### src/t16cc_pkg.sv
// package for the 16-bit capture/compare timer register block
// assumes an axi4-lite master on the same clock as the timer
package t16cc_pkg;
  // ==========================================================
  // register byte addresses
  localparam logic [7:0] CTRL_A_ADDR   = 8'h00;
  localparam logic [7:0] CTRL_B_ADDR   = 8'h04;
  localparam logic [7:0] CNT_LO_ADDR   = 8'h08;
  localparam logic [7:0] CNT_HI_ADDR   = 8'h0c;
  localparam logic [7:0] CMPA_LO_ADDR  = 8'h10;
  localparam logic [7:0] CMPA_HI_ADDR  = 8'h14;
  localparam logic [7:0] CMPB_LO_ADDR  = 8'h18;
  localparam logic [7:0] CMPB_HI_ADDR  = 8'h1c;
  localparam logic [7:0] CAP_LO_ADDR   = 8'h20;
  localparam logic [7:0] CAP_HI_ADDR   = 8'h24;
  localparam logic [7:0] MASK_ADDR     = 8'h28;
  localparam logic [7:0] FLAGS_ADDR    = 8'h2c;
  localparam logic [7:0] VECTOR_ADDR   = 8'h30;
  // ==========================================================
  // field positions
  localparam int CB_FILTER  = 7;
  localparam int CB_EDGE    = 6;
  localparam int CB_RSVD    = 5;
  localparam int CA_FOC_A   = 3;
  localparam int CA_FOC_B   = 2;
  localparam int IRQ_CAP    = 5;
  localparam int IRQ_CMPA   = 4;
  localparam int IRQ_CMPB   = 3;
  localparam int IRQ_OVF    = 2;
  localparam logic [7:0] IRQ_BITS  = 8'h3c;
  localparam logic [7:0] CB_WMASK  = 8'hdf;
  localparam logic [7:0] CA_WMASK  = 8'h03;
  // ==========================================================
  // reset values and counts
  localparam logic [7:0]  RST8     = 8'h00;
  localparam logic [15:0] RST16    = 16'h0000;
  localparam int          FILT_LEN = 4;
  localparam logic [15:0] MAX16    = 16'hffff;
  localparam logic [3:0]  WM_CTC_ICR = 4'hc;
  localparam logic [3:0]  WM_FPWM_ICR = 4'he;
  localparam logic [3:0]  WM_PC_ICR = 4'ha;
  localparam logic [3:0]  WM_PFC_ICR = 4'h8;
  localparam logic [3:0]  WM_NORMAL = 4'h0;
  localparam logic [3:0]  WM_CTC_A  = 4'h4;
  localparam logic [9:0]  DIV8  = 10'h007;
  localparam logic [9:0]  DIV64 = 10'h03f;
  localparam logic [9:0]  DIV256 = 10'h0ff;
  localparam logic [9:0]  DIV1024 = 10'h3ff;
  localparam logic [1:0]  RESP_OKAY = 2'h0;
  localparam logic [1:0]  RESP_SLVERR = 2'h2;
endpackage

### src/t16cc_timer.sv
// 16-bit timer with two compare channels and one capture channel
// assumes axi4-lite master and pins; pins are synchronised here
// ==========================================================
// Notes on behaviour
// - filter on: output changes only after four equal capture samples.
// - filter on adds four clock cycles of capture delay.
// - edge select zero captures falling edges, one captures rising edges.
// - capture copies counter into capture register and sets capture flag.
// - capture register as top disconnects capture pin, no captures.
// - clock select 000 stops; 001-101 divide by 1,8,64,256,1024.
// - clock select 110 counts falling, 111 rising external pin edges.
// - external pin counts even when driven as an output.
// - one shared high-byte latch makes 16-bit accesses atomic.
// - counter write blocks compare matches on next timer clock.
// - each compare register compared continuously with counter.
// - capture source is pin or optionally analog comparator.
// - mask bits 5,4,3,2; irq when enable, global enable, flag set.
// - overflow flag set when counter hits top and top is MAX16 (ctc tops below it never set it).
// - capture register as top sets capture flag when counter hits top.
// - compare flag set two core clocks after the timer clock where counter equals compare.
// - forced compare strobe never sets its compare flag.
// - flags clear on vector execution or writing one to the bit.
// - waveform mode is control b bits 4:3 over control a bits 1:0.
`timescale 1ns/1ps
`default_nettype none
module t16cc_timer (
  input  wire logic        core_clk,
  input  wire logic        resetn,
  input  wire logic        clk_en,
  input  wire logic [7:0]  s_axi_awaddr,
  input  wire logic        s_axi_awvalid,
  output logic             s_axi_awready,
  input  wire logic [31:0] s_axi_wdata,
  input  wire logic [3:0]  s_axi_wstrb,
  input  wire logic        s_axi_wvalid,
  output logic             s_axi_wready,
  output logic [1:0]       s_axi_bresp,
  output logic             s_axi_bvalid,
  input  wire logic        s_axi_bready,
  input  wire logic [7:0]  s_axi_araddr,
  input  wire logic        s_axi_arvalid,
  output logic             s_axi_arready,
  output logic [31:0]      s_axi_rdata,
  output logic [1:0]       s_axi_rresp,
  output logic             s_axi_rvalid,
  input  wire logic        s_axi_rready,
  input  wire logic        capture_input_pin,
  input  wire logic        comparator_out,
  input  wire logic        capture_from_comparator,
  input  wire logic        external_count_pin,
  input  wire logic        global_irq_enable,
  output logic             irq_capture_q,
  output logic             irq_compare_a_q,
  output logic             irq_compare_b_q,
  output logic             irq_overflow_q,
  output logic             match_a_q,
  output logic             match_b_q
);
  // ==========================================================
  // reset release and pin synchronisers
  logic       rst_m_q, rst_n_q;
  logic [2:0] pin_m_q, pin_s_q;
  always_ff @(posedge core_clk or negedge resetn) begin
    if (!resetn) begin
      rst_m_q <= 1'b0;
      rst_n_q <= 1'b0;
    end else begin
      rst_m_q <= 1'b1;
      rst_n_q <= rst_m_q;
    end
  end
  always_ff @(posedge core_clk or negedge rst_n_q) begin
    if (!rst_n_q) begin
      pin_m_q <= 3'h0;
      pin_s_q <= 3'h0;
    end else if (clk_en) begin
      pin_m_q <= {comparator_out, capture_input_pin, external_count_pin};
      pin_s_q <= pin_m_q;
    end
  end
  // ==========================================================
  // registers
  logic [7:0]  ctrl_a_q, ctrl_b_q, mask_q, flags_q, temp_q;
  logic [15:0] cnt_q, cmpa_q, cmpb_q, cap_q;
  logic [3:0]  wave_mode;
  logic [2:0]  clock_select_field;
  logic        cap_is_top;
  assign wave_mode = {ctrl_b_q[4:3], ctrl_a_q[1:0]};
  assign clock_select_field = ctrl_b_q[2:0];
  assign cap_is_top = (wave_mode == t16cc_pkg::WM_CTC_ICR) ||
                      (wave_mode == t16cc_pkg::WM_FPWM_ICR) ||
                      (wave_mode == t16cc_pkg::WM_PC_ICR) ||
                      (wave_mode == t16cc_pkg::WM_PFC_ICR);
  // ==========================================================
  // axi4-lite handshake
  logic       aw_q, w_q, wr_go, rd_go;
  logic [7:0] awa_q;
  logic [31:0] wd_q;
  logic [3:0]  ws_q;
  assign wr_go = aw_q && w_q && !s_axi_bvalid;
  assign rd_go = s_axi_arvalid && s_axi_arready;
  always_ff @(posedge core_clk or negedge rst_n_q) begin
    if (!rst_n_q) begin
      aw_q          <= 1'b0;
      w_q           <= 1'b0;
      awa_q         <= t16cc_pkg::RST8;
      wd_q          <= 32'h0000_0000;
      ws_q          <= 4'h0;
      s_axi_awready <= 1'b0;
      s_axi_wready  <= 1'b0;
      s_axi_bvalid  <= 1'b0;
      s_axi_bresp   <= t16cc_pkg::RESP_OKAY;
    end else if (clk_en) begin
      s_axi_awready <= !aw_q && !s_axi_awready && s_axi_awvalid;
      s_axi_wready  <= !w_q && !s_axi_wready && s_axi_wvalid;
      if (s_axi_awvalid && s_axi_awready) begin
        aw_q  <= 1'b1;
        awa_q <= s_axi_awaddr;
      end
      if (s_axi_wvalid && s_axi_wready) begin
        w_q  <= 1'b1;
        wd_q <= s_axi_wdata;
        ws_q <= s_axi_wstrb;
      end
      if (wr_go) begin
        aw_q         <= 1'b0;
        w_q          <= 1'b0;
        s_axi_bvalid <= 1'b1;
        s_axi_bresp  <= (awa_q > t16cc_pkg::VECTOR_ADDR || awa_q[1:0] != 2'h0)
                        ? t16cc_pkg::RESP_SLVERR : t16cc_pkg::RESP_OKAY;
      end else if (s_axi_bready) begin
        s_axi_bvalid <= 1'b0;
      end
    end
  end
  logic       we;
  logic [7:0] wb;
  assign we = wr_go && ws_q[0];
  assign wb = wd_q[7:0];
  // ==========================================================
  // prescaler and timer clock enable
  logic [9:0] pre_q;
  logic       ext_q, tick;
  always_ff @(posedge core_clk or negedge rst_n_q) begin
    if (!rst_n_q) begin
      pre_q <= 10'h000;
      ext_q <= 1'b0;
    end else if (clk_en) begin
      pre_q <= pre_q + 10'h001;
      ext_q <= pin_s_q[0];
    end
  end
  always_comb begin
    unique case (clock_select_field)
      3'h0: tick = 1'b0;
      3'h1: tick = 1'b1;
      3'h2: tick = (pre_q[2:0] == t16cc_pkg::DIV8[2:0]);
      3'h3: tick = (pre_q[5:0] == t16cc_pkg::DIV64[5:0]);
      3'h4: tick = (pre_q[7:0] == t16cc_pkg::DIV256[7:0]);
      3'h5: tick = (pre_q == t16cc_pkg::DIV1024);
      3'h6: tick = ext_q && !pin_s_q[0];
      3'h7: tick = !ext_q && pin_s_q[0];
    endcase
  end
  // ==========================================================
  // capture noise filter and edge detect
  logic       src, filt_q, filt_p_q, cap_evt;
  logic [t16cc_pkg::FILT_LEN-1:0] hist_q;
  assign src = capture_from_comparator ? pin_s_q[2] : pin_s_q[1];
  always_ff @(posedge core_clk or negedge rst_n_q) begin
    if (!rst_n_q) begin
      hist_q   <= {t16cc_pkg::FILT_LEN{1'b0}};
      filt_q   <= 1'b0;
      filt_p_q <= 1'b0;
    end else if (clk_en) begin
      hist_q <= {hist_q[t16cc_pkg::FILT_LEN-2:0], src};
      if (!ctrl_b_q[t16cc_pkg::CB_FILTER])
        filt_q <= src;
      else if (hist_q == {t16cc_pkg::FILT_LEN{hist_q[0]}})
        filt_q <= hist_q[0];
      filt_p_q <= filt_q;
    end
  end
  assign cap_evt = !cap_is_top &&
    (ctrl_b_q[t16cc_pkg::CB_EDGE] ? (filt_q && !filt_p_q)
                                  : (!filt_q && filt_p_q));
  // ==========================================================
  // register writes, counter and latch
  logic block_q, cnt_wr, hit_a, hit_b, top_hit, ovf;
  logic [15:0] top;
  assign cnt_wr = we && awa_q == t16cc_pkg::CNT_LO_ADDR;
  assign top = (wave_mode == t16cc_pkg::WM_CTC_A) ? cmpa_q :
               (wave_mode == t16cc_pkg::WM_CTC_ICR) ? cap_q : t16cc_pkg::MAX16;
  assign hit_a = tick && !block_q && cnt_q == cmpa_q;
  assign hit_b = tick && !block_q && cnt_q == cmpb_q;
  assign top_hit = tick && cnt_q == top;
  assign ovf = top_hit && (wave_mode == t16cc_pkg::WM_NORMAL ||
                           top == t16cc_pkg::MAX16);
  logic [7:0] rd_lo;
  always_ff @(posedge core_clk or negedge rst_n_q) begin
    if (!rst_n_q) begin
      ctrl_a_q <= t16cc_pkg::RST8;
      ctrl_b_q <= t16cc_pkg::RST8;
      mask_q   <= t16cc_pkg::RST8;
      temp_q   <= t16cc_pkg::RST8;
      cnt_q    <= t16cc_pkg::RST16;
      cmpa_q   <= t16cc_pkg::RST16;
      cmpb_q   <= t16cc_pkg::RST16;
      cap_q    <= t16cc_pkg::RST16;
      block_q  <= 1'b0;
    end else if (clk_en) begin
      if (cnt_wr)
        block_q <= 1'b1;
      else if (tick)
        block_q <= 1'b0;
      if (cnt_wr)
        cnt_q <= {temp_q, wb};
      else if (top_hit && top != t16cc_pkg::MAX16)
        cnt_q <= t16cc_pkg::RST16;
      else if (tick)
        cnt_q <= cnt_q + 16'h0001;
      if (cap_evt)
        cap_q <= cnt_q;
      if (we) begin
        unique case (awa_q)
          t16cc_pkg::CTRL_A_ADDR:  ctrl_a_q <= wb & t16cc_pkg::CA_WMASK;
          t16cc_pkg::CTRL_B_ADDR:  ctrl_b_q <= wb & t16cc_pkg::CB_WMASK;
          t16cc_pkg::MASK_ADDR:    mask_q <= wb & t16cc_pkg::IRQ_BITS;
          t16cc_pkg::CNT_HI_ADDR,
          t16cc_pkg::CMPA_HI_ADDR,
          t16cc_pkg::CMPB_HI_ADDR,
          t16cc_pkg::CAP_HI_ADDR:  temp_q <= wb;
          t16cc_pkg::CMPA_LO_ADDR: cmpa_q <= {temp_q, wb};
          t16cc_pkg::CMPB_LO_ADDR: cmpb_q <= {temp_q, wb};
          t16cc_pkg::CAP_LO_ADDR:  if (!cap_evt) cap_q <= {temp_q, wb};
          default: ;
        endcase
      end else if (rd_go && s_axi_araddr == t16cc_pkg::CNT_LO_ADDR) begin
        temp_q <= cnt_q[15:8];
      end else if (rd_go && s_axi_araddr == t16cc_pkg::CAP_LO_ADDR) begin
        temp_q <= cap_q[15:8];
      end else if (rd_go && s_axi_araddr == t16cc_pkg::CMPA_LO_ADDR) begin
        temp_q <= cmpa_q[15:8];
      end else if (rd_go && s_axi_araddr == t16cc_pkg::CMPB_LO_ADDR) begin
        temp_q <= cmpb_q[15:8];
      end
    end
  end
  // ==========================================================
  // flags: set wins over clear
  logic [7:0] set_v, clr_v;
  logic       match_a_q2, match_b_q2;
  assign set_v = {2'h0, cap_evt || (cap_is_top && top_hit),
                  match_a_q2, match_b_q2, ovf, 2'h0};
  assign clr_v = ((we && awa_q == t16cc_pkg::FLAGS_ADDR) ? wb : 8'h00) |
                 ((we && awa_q == t16cc_pkg::VECTOR_ADDR) ? wb : 8'h00);
  always_ff @(posedge core_clk or negedge rst_n_q) begin
    if (!rst_n_q) begin
      flags_q    <= t16cc_pkg::RST8;
      match_a_q2 <= 1'b0;
      match_b_q2 <= 1'b0;
    end else if (clk_en) begin
      match_a_q2 <= hit_a;
      match_b_q2 <= hit_b;
      flags_q <= (set_v | (flags_q & ~clr_v)) & t16cc_pkg::IRQ_BITS;
    end
  end
  // ==========================================================
  // outputs
  always_ff @(posedge core_clk or negedge rst_n_q) begin
    if (!rst_n_q) begin
      irq_capture_q   <= 1'b0;
      irq_compare_a_q <= 1'b0;
      irq_compare_b_q <= 1'b0;
      irq_overflow_q  <= 1'b0;
      match_a_q       <= 1'b0;
      match_b_q       <= 1'b0;
    end else if (clk_en) begin
      irq_capture_q   <= global_irq_enable && mask_q[t16cc_pkg::IRQ_CAP] &&
                         flags_q[t16cc_pkg::IRQ_CAP];
      irq_compare_a_q <= global_irq_enable && mask_q[t16cc_pkg::IRQ_CMPA] &&
                         flags_q[t16cc_pkg::IRQ_CMPA];
      irq_compare_b_q <= global_irq_enable && mask_q[t16cc_pkg::IRQ_CMPB] &&
                         flags_q[t16cc_pkg::IRQ_CMPB];
      irq_overflow_q  <= global_irq_enable && mask_q[t16cc_pkg::IRQ_OVF] &&
                         flags_q[t16cc_pkg::IRQ_OVF];
      match_a_q <= hit_a ||
                   (we && awa_q == t16cc_pkg::CTRL_A_ADDR && wb[t16cc_pkg::CA_FOC_A]);
      match_b_q <= hit_b ||
                   (we && awa_q == t16cc_pkg::CTRL_A_ADDR && wb[t16cc_pkg::CA_FOC_B]);
    end
  end
  // ==========================================================
  // read channel
  always_comb begin
    unique case (s_axi_araddr)
      t16cc_pkg::CTRL_A_ADDR:  rd_lo = ctrl_a_q;
      t16cc_pkg::CTRL_B_ADDR:  rd_lo = ctrl_b_q;
      t16cc_pkg::CNT_LO_ADDR:  rd_lo = cnt_q[7:0];
      t16cc_pkg::CMPA_LO_ADDR: rd_lo = cmpa_q[7:0];
      t16cc_pkg::CMPB_LO_ADDR: rd_lo = cmpb_q[7:0];
      t16cc_pkg::CAP_LO_ADDR:  rd_lo = cap_q[7:0];
      t16cc_pkg::CNT_HI_ADDR,
      t16cc_pkg::CMPA_HI_ADDR,
      t16cc_pkg::CMPB_HI_ADDR,
      t16cc_pkg::CAP_HI_ADDR:  rd_lo = temp_q;
      t16cc_pkg::MASK_ADDR:    rd_lo = mask_q;
      t16cc_pkg::FLAGS_ADDR:   rd_lo = flags_q;
      default:                 rd_lo = 8'h00;
    endcase
  end
  always_ff @(posedge core_clk or negedge rst_n_q) begin
    if (!rst_n_q) begin
      s_axi_arready <= 1'b0;
      s_axi_rvalid  <= 1'b0;
      s_axi_rdata   <= 32'h0000_0000;
      s_axi_rresp   <= t16cc_pkg::RESP_OKAY;
    end else if (clk_en) begin
      s_axi_arready <= s_axi_arvalid && !s_axi_arready && !s_axi_rvalid;
      if (rd_go) begin
        s_axi_rvalid <= 1'b1;
        s_axi_rdata  <= {24'h000000, rd_lo};
        s_axi_rresp  <= (s_axi_araddr > t16cc_pkg::VECTOR_ADDR ||
                         s_axi_araddr[1:0] != 2'h0)
                        ? t16cc_pkg::RESP_SLVERR : t16cc_pkg::RESP_OKAY;
      end else if (s_axi_rready) begin
        s_axi_rvalid <= 1'b0;
      end
    end
  end
endmodule
`default_nettype wire

### config.mk
export PLATFORM = sky130hd
export DESIGN_NAME = t16cc_timer
export DESIGN_NICKNAME = d
export VERILOG_FILES = /design/src/t16cc_pkg.sv /design/src/t16cc_timer.sv
export SDC_FILE = /design/constraint.sdc
export NUM_CORES = 1
export LEC_CHECK = 0
export BUFFER_PORTS_ARGS = -buffer_cell sky130_fd_sc_hd__buf_2
export CAP_MARGIN = 20
export CORE_AREA = 2 2 110 155
export DETAILED_ROUTE_END_ITERATION = 10
export DIE_AREA = 0 0 112 157
export PLACE_DENSITY = 0.8
export SKIP_CTS_REPAIR_TIMING = 1
export SKIP_LAST_GASP = 1
export SLEW_MARGIN = 0
export SYNTH_ARGS = -nofsm -noshare
export SYNTH_HDL_FRONTEND = slang
export SYNTH_SLANG_ARGS = --single-unit
### constraint.sdc
create_clock -name core_clk -period 9.7 [get_ports core_clk]
set_input_delay 0.485 -clock core_clk [delete_from_list [all_inputs] [get_ports core_clk]]
set_output_delay 0.485 -clock core_clk [all_outputs]
set_load 0.005 [all_outputs]
# [After elaboration in Yosys (flattened, before gate mapping)]
# Index checks and enable logic that the tools add are counted.
[totals] wordCells=226 regBits=159
[classes] order_cmp=2 n_eq_ne=47 bitwise=4 reduce_logical=96 addsub=2 n_mux=35
[ops] cell="two-way mux 16 bit" n=9
[ops] cell="equality test 8 x 6 -> 1 bit, second input constant" n=9
[ops] cell="one-hot mux 8 bit (9 select lines)" n=1
[ops] cell="equality test 8 x 5 -> 1 bit, second input constant" n=8
[ops] cell="equality test 16 bit" n=3
[ops] cell="two-way mux 8 bit" n=6
[ops] cell="logical AND 1 bit" n=42
[ops] cell="equality test 8 x 4 -> 1 bit, second input constant" n=4
[ops] cell="AND reduction 2 bit" n=11
[ops] cell="AND reduction 3 bit" n=6
[ops] cell="adder 16 x 1 -> 16 bit, second input constant" n=1
[ops] cell="equality test 16 bit, second input constant" n=1
[ops] cell="equality test 4 bit, second input constant" n=4
[ops] cell="equality test 8 x 3 -> 1 bit, second input constant" n=2
[ops] cell="greater-than comparator 8 x 6 -> 1 bit, second input constant" n=2
[ops] cell="logical NOT 8 bit" n=2
[ops] cell="!= test 16 bit, second input constant" n=1
[ops] cell="equality test 3 bit, second input constant" n=5
[ops] cell="two-way mux 1 bit" n=14
[ops] cell="nonzero test 2 bit" n=7
[ops] cell="logical NOT 1 bit" n=13
[ops] cell="two-way mux 6 bit" n=2
[ops] cell="OR 6 bit" n=2
[ops] cell="adder 10 x 1 -> 10 bit, second input constant" n=1
[ops] cell="other kinds (18)" n=30

# [Logic depth before layout (Yosys ltp)]
# Gate-level depths: netlist of the first run.
[logic_depth] ltp_word=10 depth_mapped=12 mapped_depth_nobuf=9

# [Worst setup path before layout of the first run]
# OpenSTA, ideal clock, no wires.
[synth_path] path_kind="input port to flip-flop" start="input port s_axi_araddr[5]" end="register temp_q[7]" t_arrival_ps=2422 t_required_ps=9636 slack_ps=7214 stages=8 path_buffers=0 setup_time_ps=64 path_cell_list="or4b_2 > nor2_2 > nand3_2 > mux2i_1 > o21ai_0 > mux2i_1 > a211oi_1 > a21o_1"
[synth_via] elab_chain_cells=6 elab_cells_between_ends=14
[synth_lines] item="start: declaration" line_no="t16cc_timer.sv:40" rtl="input wire logic [7:0] s_axi_araddr,"
[synth_lines] item="equality test 8 x 5 -> 1 bit" line_no="t16cc_timer.sv:242" rtl="end else if (rd_go && s_axi_araddr == t16cc_pkg::CMPA_LO_ADDR) begin"
[synth_lines] item="logical AND 1 bit" line_no="t16cc_timer.sv:242"
[synth_lines] item="two-way mux 8 bit" line_no="t16cc_timer.sv:242"
[synth_lines] item="two-way mux 8 bit" line_no="t16cc_timer.sv:240" rtl="end else if (rd_go && s_axi_araddr == t16cc_pkg::CAP_LO_ADDR) begin"
[synth_lines] item="two-way mux 8 bit" line_no="t16cc_timer.sv:238" rtl="end else if (rd_go && s_axi_araddr == t16cc_pkg::CNT_LO_ADDR) begin"
[synth_lines] item="two-way mux 8 bit" line_no="t16cc_timer.sv:224" rtl="if (we) begin"
[synth_lines] item="end signal: assignment" line_no="t16cc_timer.sv:239" rtl="temp_q <= cnt_q[15:8];"
[synth_lines] item="end signal: assignment" line_no="t16cc_timer.sv:241" rtl="temp_q <= cap_q[15:8];"
[synth_lines] item="end signal: assignment" line_no="t16cc_timer.sv:243" rtl="temp_q <= cmpa_q[15:8];"
[synth_lines] item="end: declaration" line_no="t16cc_timer.sv:83" rtl="logic [7:0] ctrl_a_q, ctrl_b_q, mask_q, flags_q, temp_q;"
# Several ways; a longest one is shown, not always the timed one.
# A chain may end at the register's enable or synchronous reset.

# [Worst setup path in the final report of the first run]
[layout_path] start="register ctrl_a_q[0]" end="register cnt_q[3]"
[layout_via] elab_chain_cells=8 elab_cells_between_ends=12
[layout_lines] item="start: declaration" line_no="t16cc_timer.sv:83"
[layout_lines] item="start signal: assignment" line_no="t16cc_timer.sv:202" rtl="ctrl_a_q <= t16cc_pkg::RST8;"
[layout_lines] item="start signal: assignment" line_no="t16cc_timer.sv:226" rtl="t16cc_pkg::CTRL_A_ADDR: ctrl_a_q <= wb & t16cc_pkg::CA_WMASK;"
[layout_lines] item="equality test 4 bit" line_no="t16cc_timer.sv:193" rtl="(wave_mode == t16cc_pkg::WM_CTC_ICR) ? cap_q : t16cc_pkg::MAX16;"
[layout_lines] item="two-way mux 16 bit" line_no="t16cc_timer.sv:193"
[layout_lines] item="two-way mux 16 bit *" line_no="t16cc_timer.sv:192" rtl="assign top = (wave_mode == t16cc_pkg::WM_CTC_A) ? cmpa_q :"
[layout_lines] item="equality test 16 bit" line_no="t16cc_timer.sv:196" rtl="assign top_hit = tick && cnt_q == top;"
[layout_lines] item="logical AND 1 bit" line_no="t16cc_timer.sv:196"
[layout_lines] item="logical AND 1 bit *" line_no="t16cc_timer.sv:218" rtl="else if (top_hit && top != t16cc_pkg::MAX16)"
[layout_lines] item="nonzero test 3 bit (no line) or two-way mux 16 bit (tied branches)"
[layout_lines] item="AND reduction 2 bit (no line) or two-way mux 16 bit (tied branches)"
[layout_lines] item="end signal: assignment" line_no="t16cc_timer.sv:217" rtl="cnt_q <= {temp_q, wb};"
[layout_lines] item="end signal: assignment" line_no="t16cc_timer.sv:219" rtl="cnt_q <= t16cc_pkg::RST16;"
[layout_lines] item="end signal: assignment" line_no="t16cc_timer.sv:221" rtl="cnt_q <= cnt_q + 16'h0001;"
[layout_lines] item="end: declaration" line_no="t16cc_timer.sv:84" rtl="logic [15:0] cnt_q, cmpa_q, cmpb_q, cap_q;"
# Mark *: on every way between the ends. The rest lies on a longest branch, timed or not.

==> metrics, run 1 <==
Post-route DRC=0; dpl hpwl=17300 microns; Final period util=37.7%; Post-synth EDFFs=0; FMAX=274 MHz; Layout Nets=971; Peak supply drop=0.198 mV; IO Pins=112; Synth Register Bits=157; area of the multi-input gates=0.00441 sq mm; core outline area=0.0161 sq mm; placed standard-cell area=0.00900 sq mm; root buffer cell=clkbuf_16; count of pins over their slew limit=0; outcome=finished clean; CTS tree=yes; Clk Latency, worst-skew pair=0.42 ns; Worst Setup End Kind=flip-flop; Main synth FF type=dfrtp_1; min-delay worst type=reg -> async; Mean Syn Cell Area=10.0 sq um; CP Data Required Time=10.00 ns; gpl congestion=0.993; initial core utilization=54.3%; Max transition margin=21.9%; Synth Warn #=0; Hold Fails Final Rpt=0; die height=157 microns; RSZ-0062 raised after global routing=false; largest net degree at the start of global routing=82; Worst setup SP type=flip-flop; vias=7279; global route overflow=0; commonest non-fill, non-tap cell in the layout=dfrtp_1; Reg area=0.00393 sq mm; Final ANT Viol Nets=0; Syn Inst Count=870; port bufs=58; worst-path fanout max=17; vias per std cell=6.53; Routed wire per std cell=22.6 microns; Worst EP arrival=3.95 ns; Post-synth ARST share=100%; actual slew at the worst max-slew pin=1.17 ns; violation count after the first detailed-route iteration=895; FP Rows=55; Final min period=3.65 ns; cts bufs inserted=17; CTS H-tree lvls=4; Leak=4.30 nW; first-pass GRT wire length=38800 microns; Distinct cells, synth=58; # setup viols final=0; clock-pin slew of the registers on the worst-case setup and hold paths=0.07 ns; clk sink count=157; vias in the first global route=6902; layout filler cell count=1311; most frequent cells in the layout=dfrtp_1, mux2_2, nand2_1, buf_2, nor2_1; Area growth syn-to-layout=10.5%; R2R depth=8; Design Power=1.87 mW; setup TNS=0 ns; fraction of layout cells with a size suffix above 1=21.5%; initial antenna violation count=0; Routed Wire Length=25200 microns; WS Path Type=reg -> reg; sequential share of the synthesized area=45.0%; max cap viols=0; Finished Cell Area=0.00965 sq mm; ANT cells=0; drt first pass iters=7; Die Area=0.0176 sq mm; cell area after synthesis=0.00874 sq mm; clk_skew=0.0104 ns; pwr dens=193 mW/mm^2; clk buf depth=2; Overall Global Routing Usage=28.6%; Die Wd=112 microns
## path summary, 6_finish.rpt
check / from / end / slack [ns]
setup / recovery: ctrl_a_q[0] / cnt_q[3] / 6.05
hold / removal: rst_n_q / s_axi_rvalid / 0.29
setup reg to reg: ctrl_a_q[0] / cnt_q[3] / 6.05
hold reg to reg: rst_n_q / s_axi_rvalid / 0.29
max in group asynchronous: rst_n_q / cnt_q[9] / 8.06
min in group core_clk: s_axi_wdata[3] / wd_q[3] / 0.29
## power by group
| group | leakage (nW) | switching (mW) | internal, mW | total (mW) |
|---|---|---|---|---|
| logic | 2.07 | 0.148 | 0.131 | 0.279 |
| registers | 1.95 | 0.171 | 0.751 | 0.921 |
| clock network | 0.290 | 0.296 | 0.371 | 0.667 |
## area by class of cell
class,count,share of cell area [%]
multi-input cells,640,45.7
flip-flops and latches,157,40.7
clock buffers,18,4.55
repair buffers,69,4.20
well taps,199,2.58
clock inverters,14,1.50
inverters,18,0.700
## logic make-up after synthesis
kind of cell             after synthesis  share of synthesized area (%)
AO/OA/AOI/OAI                        189                           14.4
XOR/XNOR                              50                           5.01
adder cells (fa/ha/maj)                3                          0.430
buffers and inverters                 98                           5.64
flip-flops                           157                           45.0
multiplexers                         111                           13.9
other                                  2                         0.0860
AND/OR/NAND/NOR                      260                           15.6
## synth_stat cells, drive strengths merged, types with 2 or more instances
library cell,n,area [sq um]
a21o,9,67.6
nand3b,5,37.5
and4,2,17.5
ha,3,37.5
inv,18,67.6
or3,4,25.0
o31ai,6,45.0
or4,4,30.0
a21oi,31,155
nand4,17,106
a22o,11,96.3
or2,5,31.3
xor2,38,333
clkbuf,35,133
o21ai,40,200
mux2i,30,300
nor3,10,50.1
a32o,2,20.0
nand3,30,155
nor4,26,169
mux2,81,912
a31oi,5,31.3
and2,2,12.5
nor2b,3,18.8
a22oi,37,278
a32oi,6,52.6
conb,2,7.51
nand2,66,248
o32a,3,30.0
a222oi,3,30.0
buf,45,293
o22ai,21,131
o41ai,2,17.5
nand4b,9,78.8
nor3b,5,42.5
xnor2,12,105
dfrtp,157,3930
nor2,55,221
or4b,2,20.0
and3,11,68.8
a211oi,11,82.6
## layer usage
metal  part of all wire [%]  track usage (%)
met1                     37             34.7
met2                     47             45.8
met3                    7.3             5.16
met4                    8.2             21.3
met5                      0                0
## critical path, stage by stage, from the launching register on
cell and delay (ns):
dfrtp_1 0.45, nor3b_2 0.91, nand3_1 0.20, o32a_1 0.22
a32o_1 0.20, nor4_1 0.70, a31oi_1 0.44, inv_1 0.29
o21ai_0 0.12
## state kept, by name, indices dropped and copies added (netlist names), 2 cells and up
name,cells
flags_q,4
wd_q,8
pin_s_q,3
cmpb_q,16
awa_q,8
ctrl_a_q,2
temp_q,8
hist_q,4
cmpa_q,16
cap_q,16
mask_q,4
ctrl_b_q,7
pre_q,10
cnt_q,16
pin_m_q,3
s_axi_rdata,8
## stage by stage
stage	hold slack [ns]	utilization, %	worst slack, ns	std cells
floorplan	0.189	-	5.00	895
finish	0.289	59.9	6.05	1115
global placement	0.271	55.9	6.20	1078
detailed placement	0.274	55.9	6.17	1079
global route	0.276	59.9	6.00	1115
CTS	-0.173	59.5	6.16	1111
Note: power is estimated with default switching activity, not from simulation.
==> run 2: changes to the inputs <==
CORE_AREA = 2 2 112 157   (was 2 2 110 155)
DIE_AREA = 0 0 114 159   (was 0 0 112 157)
PLACE_DENSITY = 0.81   (was 0.8)
clock period = 3 ns   (was 9.7 ns; I/O delays follow)
==> metrics, run 2 (synthesized netlist as in run 1, its figures left out) <==
outcome=finished with violations; failing checks=negative hold slack; Final ANT Viol Nets=0 (unchanged); CTS tree=yes; Post-route DRC=0 (unchanged); CTS H-tree lvls=4 (unchanged); port bufs=58 (unchanged); initial core utilization=52.4% (-1.9 points); Worst EP arrival=3.19 ns (-0.76 ns); die height=159 microns (+1.3%); Worst Setup Slack, final=0.133 ns (-5.91 ns); Slowest-stage cell, CP=dfrtp_2; clk sink count=157 (unchanged); drt first pass iters=7 (unchanged); Die Area=0.0181 sq mm (+3.1%); Max transition margin=41.6% (+20 points); root buffer cell=clkbuf_16; DRT met1 WL=9690 microns (+3.6%); highest routed layer=met4; FP Rows=56 (+1.8%); Worst Setup End Kind=flip-flop; CP Data Required Time=3.33 ns (-6.67 ns); Die Wd=114 microns (+1.8%); FMAX=349 MHz (+27%); initial antenna violation count=0 (unchanged); vias=7395 (+1.6%); cts bufs inserted=17 (unchanged); fraction of layout cells with a size suffix above 1=22.9% (+1.4 points); IO Pins=112 (unchanged); gpl congestion=0.983 (-1.0%); Routed Wire Length=25400 microns (+0.63%); crit-path cells=buf_12 > mux2i_1 > xnor2_1 > o31ai_1 > a32oi_1 > nor4_1 > buf_4 > a31oi_1 > inv_1 > o31ai_1; actual slew at the worst max-slew pin=0.871 ns (-0.298 ns); Non-Filler Instances=1162 (+4.2%); pwr dens=605 mW/mm^2 (+210%); Area growth syn-to-layout=14.8%; violation count after the first detailed-route iteration=727 (-19%); vias in the first global route=7208 (+4.4%); Final period util=95.6% (+58 points); Layout Nets=1014 (+4.4%); global route overflow=0 (unchanged); clk_skew=0.00840 ns (-0.00201 ns); count of pins over their slew limit=0 (unchanged); hold_ws=-0.0154 ns (-0.304 ns); most frequent CP cell=o31ai_1; max cap viols=0 (unchanged); Overall Global Routing Usage=28.3% (-0.30 points); Hold Fails Final Rpt=4 (+4); core outline area=0.0167 sq mm (+3.6%); clk buf depth=2 (unchanged); # setup viols final=0 (unchanged); Design Power=6.07 mW (+230%); worst-path fanout max=10 (-7); dpl hpwl=18000 microns (+3.8%); DP Cell Count=1109 (+2.8%); Worst setup SP type=flip-flop; Routed wire per std cell=21.8 microns (-3.4%); RSZ-0062 raised after global routing=false; vias per std cell=6.36 (-2.5%); Peak supply drop=0.521 mV (+160%); ANT cells=0 (unchanged); first-pass GRT wire length=39600 microns (+2.1%); commonest non-fill, non-tap cell in the layout=dfrtp_1; setup TNS=0 ns (unchanged); Clk Latency, worst-skew pair=0.42 ns (about the same); CP max stage delay=0.54 ns (-0.37 ns); clock-pin slew of the registers on the worst-case setup and hold paths=0.06 ns (about the same); WS Path Type=reg -> reg; DR WL met2=12500 microns (+4.7%); pre-CTS WS=0.0977 ns (-6.07 ns); most frequent cells in the layout=dfrtp_1, mux2_2, nand2_1, buf_2, nor2_1; met3 wire len=1600 microns (-13%); Leak=4.48 nW (+4.1%); Final min period=2.87 ns (-0.788 ns); largest net degree at the start of global routing=94 (+15%); min-delay worst type=in -> reg
[run 2: through the flow]
stage / cell area (sq um) / util (%)
2_1_floorplan: 8830 / -
3_3_place_gp: 9240 / 55.4
3_5_place_dp: 9240 / 55.4
4_1_cts: 9820 / 58.9
5_1_grt: 10000 / 60.2
6_report: 10000 / 60.2
[run 2: area by class of cell]
cell class | count | area (sq um)
clock inverter | 12 | 121
tap | 203 | 254
sequential | 157 | 3930
multi-input combinational | 640 | 4410
fill | 1337 | 6640
clock buffer | 20 | 457
timing repair buffer | 112 | 786
inverter | 18 | 67.6
[run 2: path summary, 6_finish.rpt]
kind | start | to | slack, ns | depth (start not counted)
setup / recovery | ctrl_b_q[4] | cnt_q[0] | 0.13 | 10
setup reg to reg | ctrl_b_q[4] | cnt_q[0] | 0.13 | 10
min in group asynchronous | resetn | rst_n_q | 0.03 | 2
max in group asynchronous | rst_n_q | pre_q[7] | 1.95 | 1
hold reg to reg | rst_n_q | s_axi_arready | 0.22 | 0
hold / removal | s_axi_wvalid | s_axi_wready | -0.02 | 3
[run 2: routing by layer]
metal  global-route usage [%]  up-vias
li1                         -     3308
met1                     34.5     3659
met2                     46.9      337
met3                     4.57       91
met4                     17.1        0
met5                        0        -
[run 2: critical path, delay by kind of cell, from the launching register on]
kind                      cells  cell delay [ns]
AOI/OAI and AO/OA             4             1.06
xor gates and xnor gates      1             0.20
buffers and inverters         3             0.54
DFF                           1             0.54
muxes                         1             0.34
and+or+nand+nor               1             0.10
[run 2: power by group]
part / switching, mW / internal (mW) / leakage, nW
sequential: 0.546 / 2.43 / 1.94
clock: 0.935 / 1.21 / 0.277
combinational: 0.492 / 0.467 / 2.26
==> run 3: changes to the inputs <==
PLACE_DENSITY = 0.76   (was 0.81)
==> metrics, run 3 (synthesized netlist as in run 1, its figures left out) <==
max cap viols=0 (unchanged); Worst setup SP type=flip-flop; vias=7382 (-0.18%); outcome=finished with violations; Routed wire per std cell=22.1 microns (+1.1%); global route overflow=0 (unchanged); cts bufs inserted=17 (unchanged); pwr dens=604 mW/mm^2 (-0.22%); initial core utilization=52.4% (unchanged); core outline area=0.0167 sq mm (unchanged); RSZ-0062 raised after global routing=false; hold path startpoint=s_axi_awvalid; count of pins over their slew limit=0 (unchanged); clk buf depth=2 (unchanged); Clk Latency, worst-skew pair=0.43 ns (about the same); CP Data Required Time=3.34 ns (about the same); vias per std cell=6.35 (-0.26%); Peak supply drop=0.517 mV (-0.75%); vias in the first global route=7078 (-1.8%); first-pass GRT wire length=40000 microns (+0.80%); commonest non-fill, non-tap cell in the layout=dfrtp_1; Leak=4.49 nW (+0.27%); ANT cells=0 (unchanged); dpl hpwl=18100 microns (+0.83%); clock-pin slew of the registers on the worst-case setup and hold paths=0.06 ns (about the same); clk sink count=157 (unchanged); R2R depth=10 (unchanged); fraction of layout cells with a size suffix above 1=22.7% (-0.23 points); most frequent cells in the layout=dfrtp_1, mux2_2, nand2_1, buf_2, nor2_1; Worst EP arrival=3.13 ns (-0.06 ns); CTS tree=yes; Design Power=6.06 mW (-0.26%); area of the multi-input gates=0.00441 sq mm (unchanged); IO Pins=112 (unchanged); FMAX=358 MHz (+2.7%); Area growth syn-to-layout=14.8% (about the same); WS Path Type=reg -> reg; RR Endpoint=cnt_q[3]; layout filler cell count=1380 (+3.2%); FP Rows=56 (unchanged); worst-path fanout max=12 (+2); Max transition margin=39.9% (-1.7 points); Layout Nets=1015 (+0.099%); CP Launch Point=ctrl_b_q[4]; Die Wd=114 microns (unchanged); Worst Setup End Kind=flip-flop; failing checks=negative hold slack; largest net degree at the start of global routing=55 (-41%); Overall Global Routing Usage=28.7% (+0.41 points); Die Area=0.0181 sq mm (unchanged); Post-route DRC=0 (unchanged); initial antenna violation count=0 (unchanged); actual slew at the worst max-slew pin=0.888 ns (+0.0178 ns); min-delay worst type=in -> reg; Routed Wire Length=25700 microns (+1.2%); drt first pass iters=8 (+1); setup TNS=0 ns (unchanged); violation count after the first detailed-route iteration=590 (-19%); CTS H-tree lvls=4 (unchanged); Worst R2R Start=ctrl_b_q[4]; root buffer cell=clkbuf_16; clk_skew=0.00805 ns (-0.000351 ns); end of the critical path=cnt_q[3]; port bufs=58 (unchanged); Final ANT Viol Nets=0 (unchanged); Hold Fails Final Rpt=3 (-1); Reg area=0.00393 sq mm (about the same); # setup viols final=0 (unchanged); gpl congestion=1.05 (+6.7%); Final min period=2.79 ns (-0.0744 ns); die height=159 microns (unchanged); hold_ws=-0.0298 ns (-0.0144 ns); r2r setup slk=0.21 ns (+0.07 ns); Final period util=93.1% (-2.5 points)
## run 3: cell types whose count changed in the layout (fill, tap and decap cells not counted), sizes merged
cell / delta
dlygate4sd3: +1
bufinv: +1
clkinv: +3
clkinvlp: -2
inv: -2
## run 3: critical path: stages, from the launching register on
cell     delay, ns
dfrtp_1       0.44
buf_4         0.26
mux2i_1       0.40
xnor2_1       0.17
o31ai_1       0.09
a32oi_1       0.22
nor4_1        0.08
buf_4         0.15
a31oi_1       0.46
inv_1         0.21
o21ai_0       0.22
## run 3: report_power, final
group	switching [mW]	internal, mW	leakage [nW]	total, mW
clock network	0.895	1.25	0.286	2.15
logic	0.473	0.451	2.26	0.923
registers	0.559	2.43	1.95	2.99
## run 3: worst min path at each step
stage | end | slack, ns | cells after the start
global route | s_axi_awready | 0.001 | 3
finish | s_axi_awready | -0.03 | 3
global placement | rst_m_q | -0.07 | 1
detailed placement | rst_m_q | -0.06 | 1
floorplan | rst_m_q | -0.15 | 0
CTS | rst_n_q | -0.52 | 1
## run 3: area by class of cell
| cell class | instances | share of cell area (%) |
|---|---|---|
| Sequential cell | 157 | 39.2 |
| Clock inverter | 12 | 1.31 |
| Clock buffer | 20 | 4.45 |
| Timing Repair Buffer | 113 | 7.81 |
| Multi-Input combinational cell | 640 | 44.0 |
| Inverter | 18 | 0.674 |
| Tap cell | 203 | 2.53 |
## run 3: stage by stage
stage / setup WS [ns] / hold WS, ns / area, sq um / util, % / std cells
floorplan: 0.400 / -0.146 / 8830 / - / 895
global placement: 0.304 / -0.0654 / 9230 / 55.4 / 1109
detailed placement: 0.277 / -0.0622 / 9230 / 55.4 / 1109
CTS: 0.255 / -0.517 / 9810 / 58.8 / 1141
global route: 0.0394 / 0.00102 / 10000 / 60.1 / 1163
finish: 0.208 / -0.0298 / 10000 / 60.1 / 1163
## run 3: layer usage
| layer | up-vias | GRT usage [%] | share of wire, % |
|---|---|---|---|
| li1 | 3326 | - | - |
| met1 | 3579 | 34.7 | 37 |
| met2 | 374 | 46.2 | 49 |
| met3 | 103 | 6.20 | 7.6 |
| met4 | 0 | 18.3 | 7.1 |
| met5 | - | 0 | 0 |
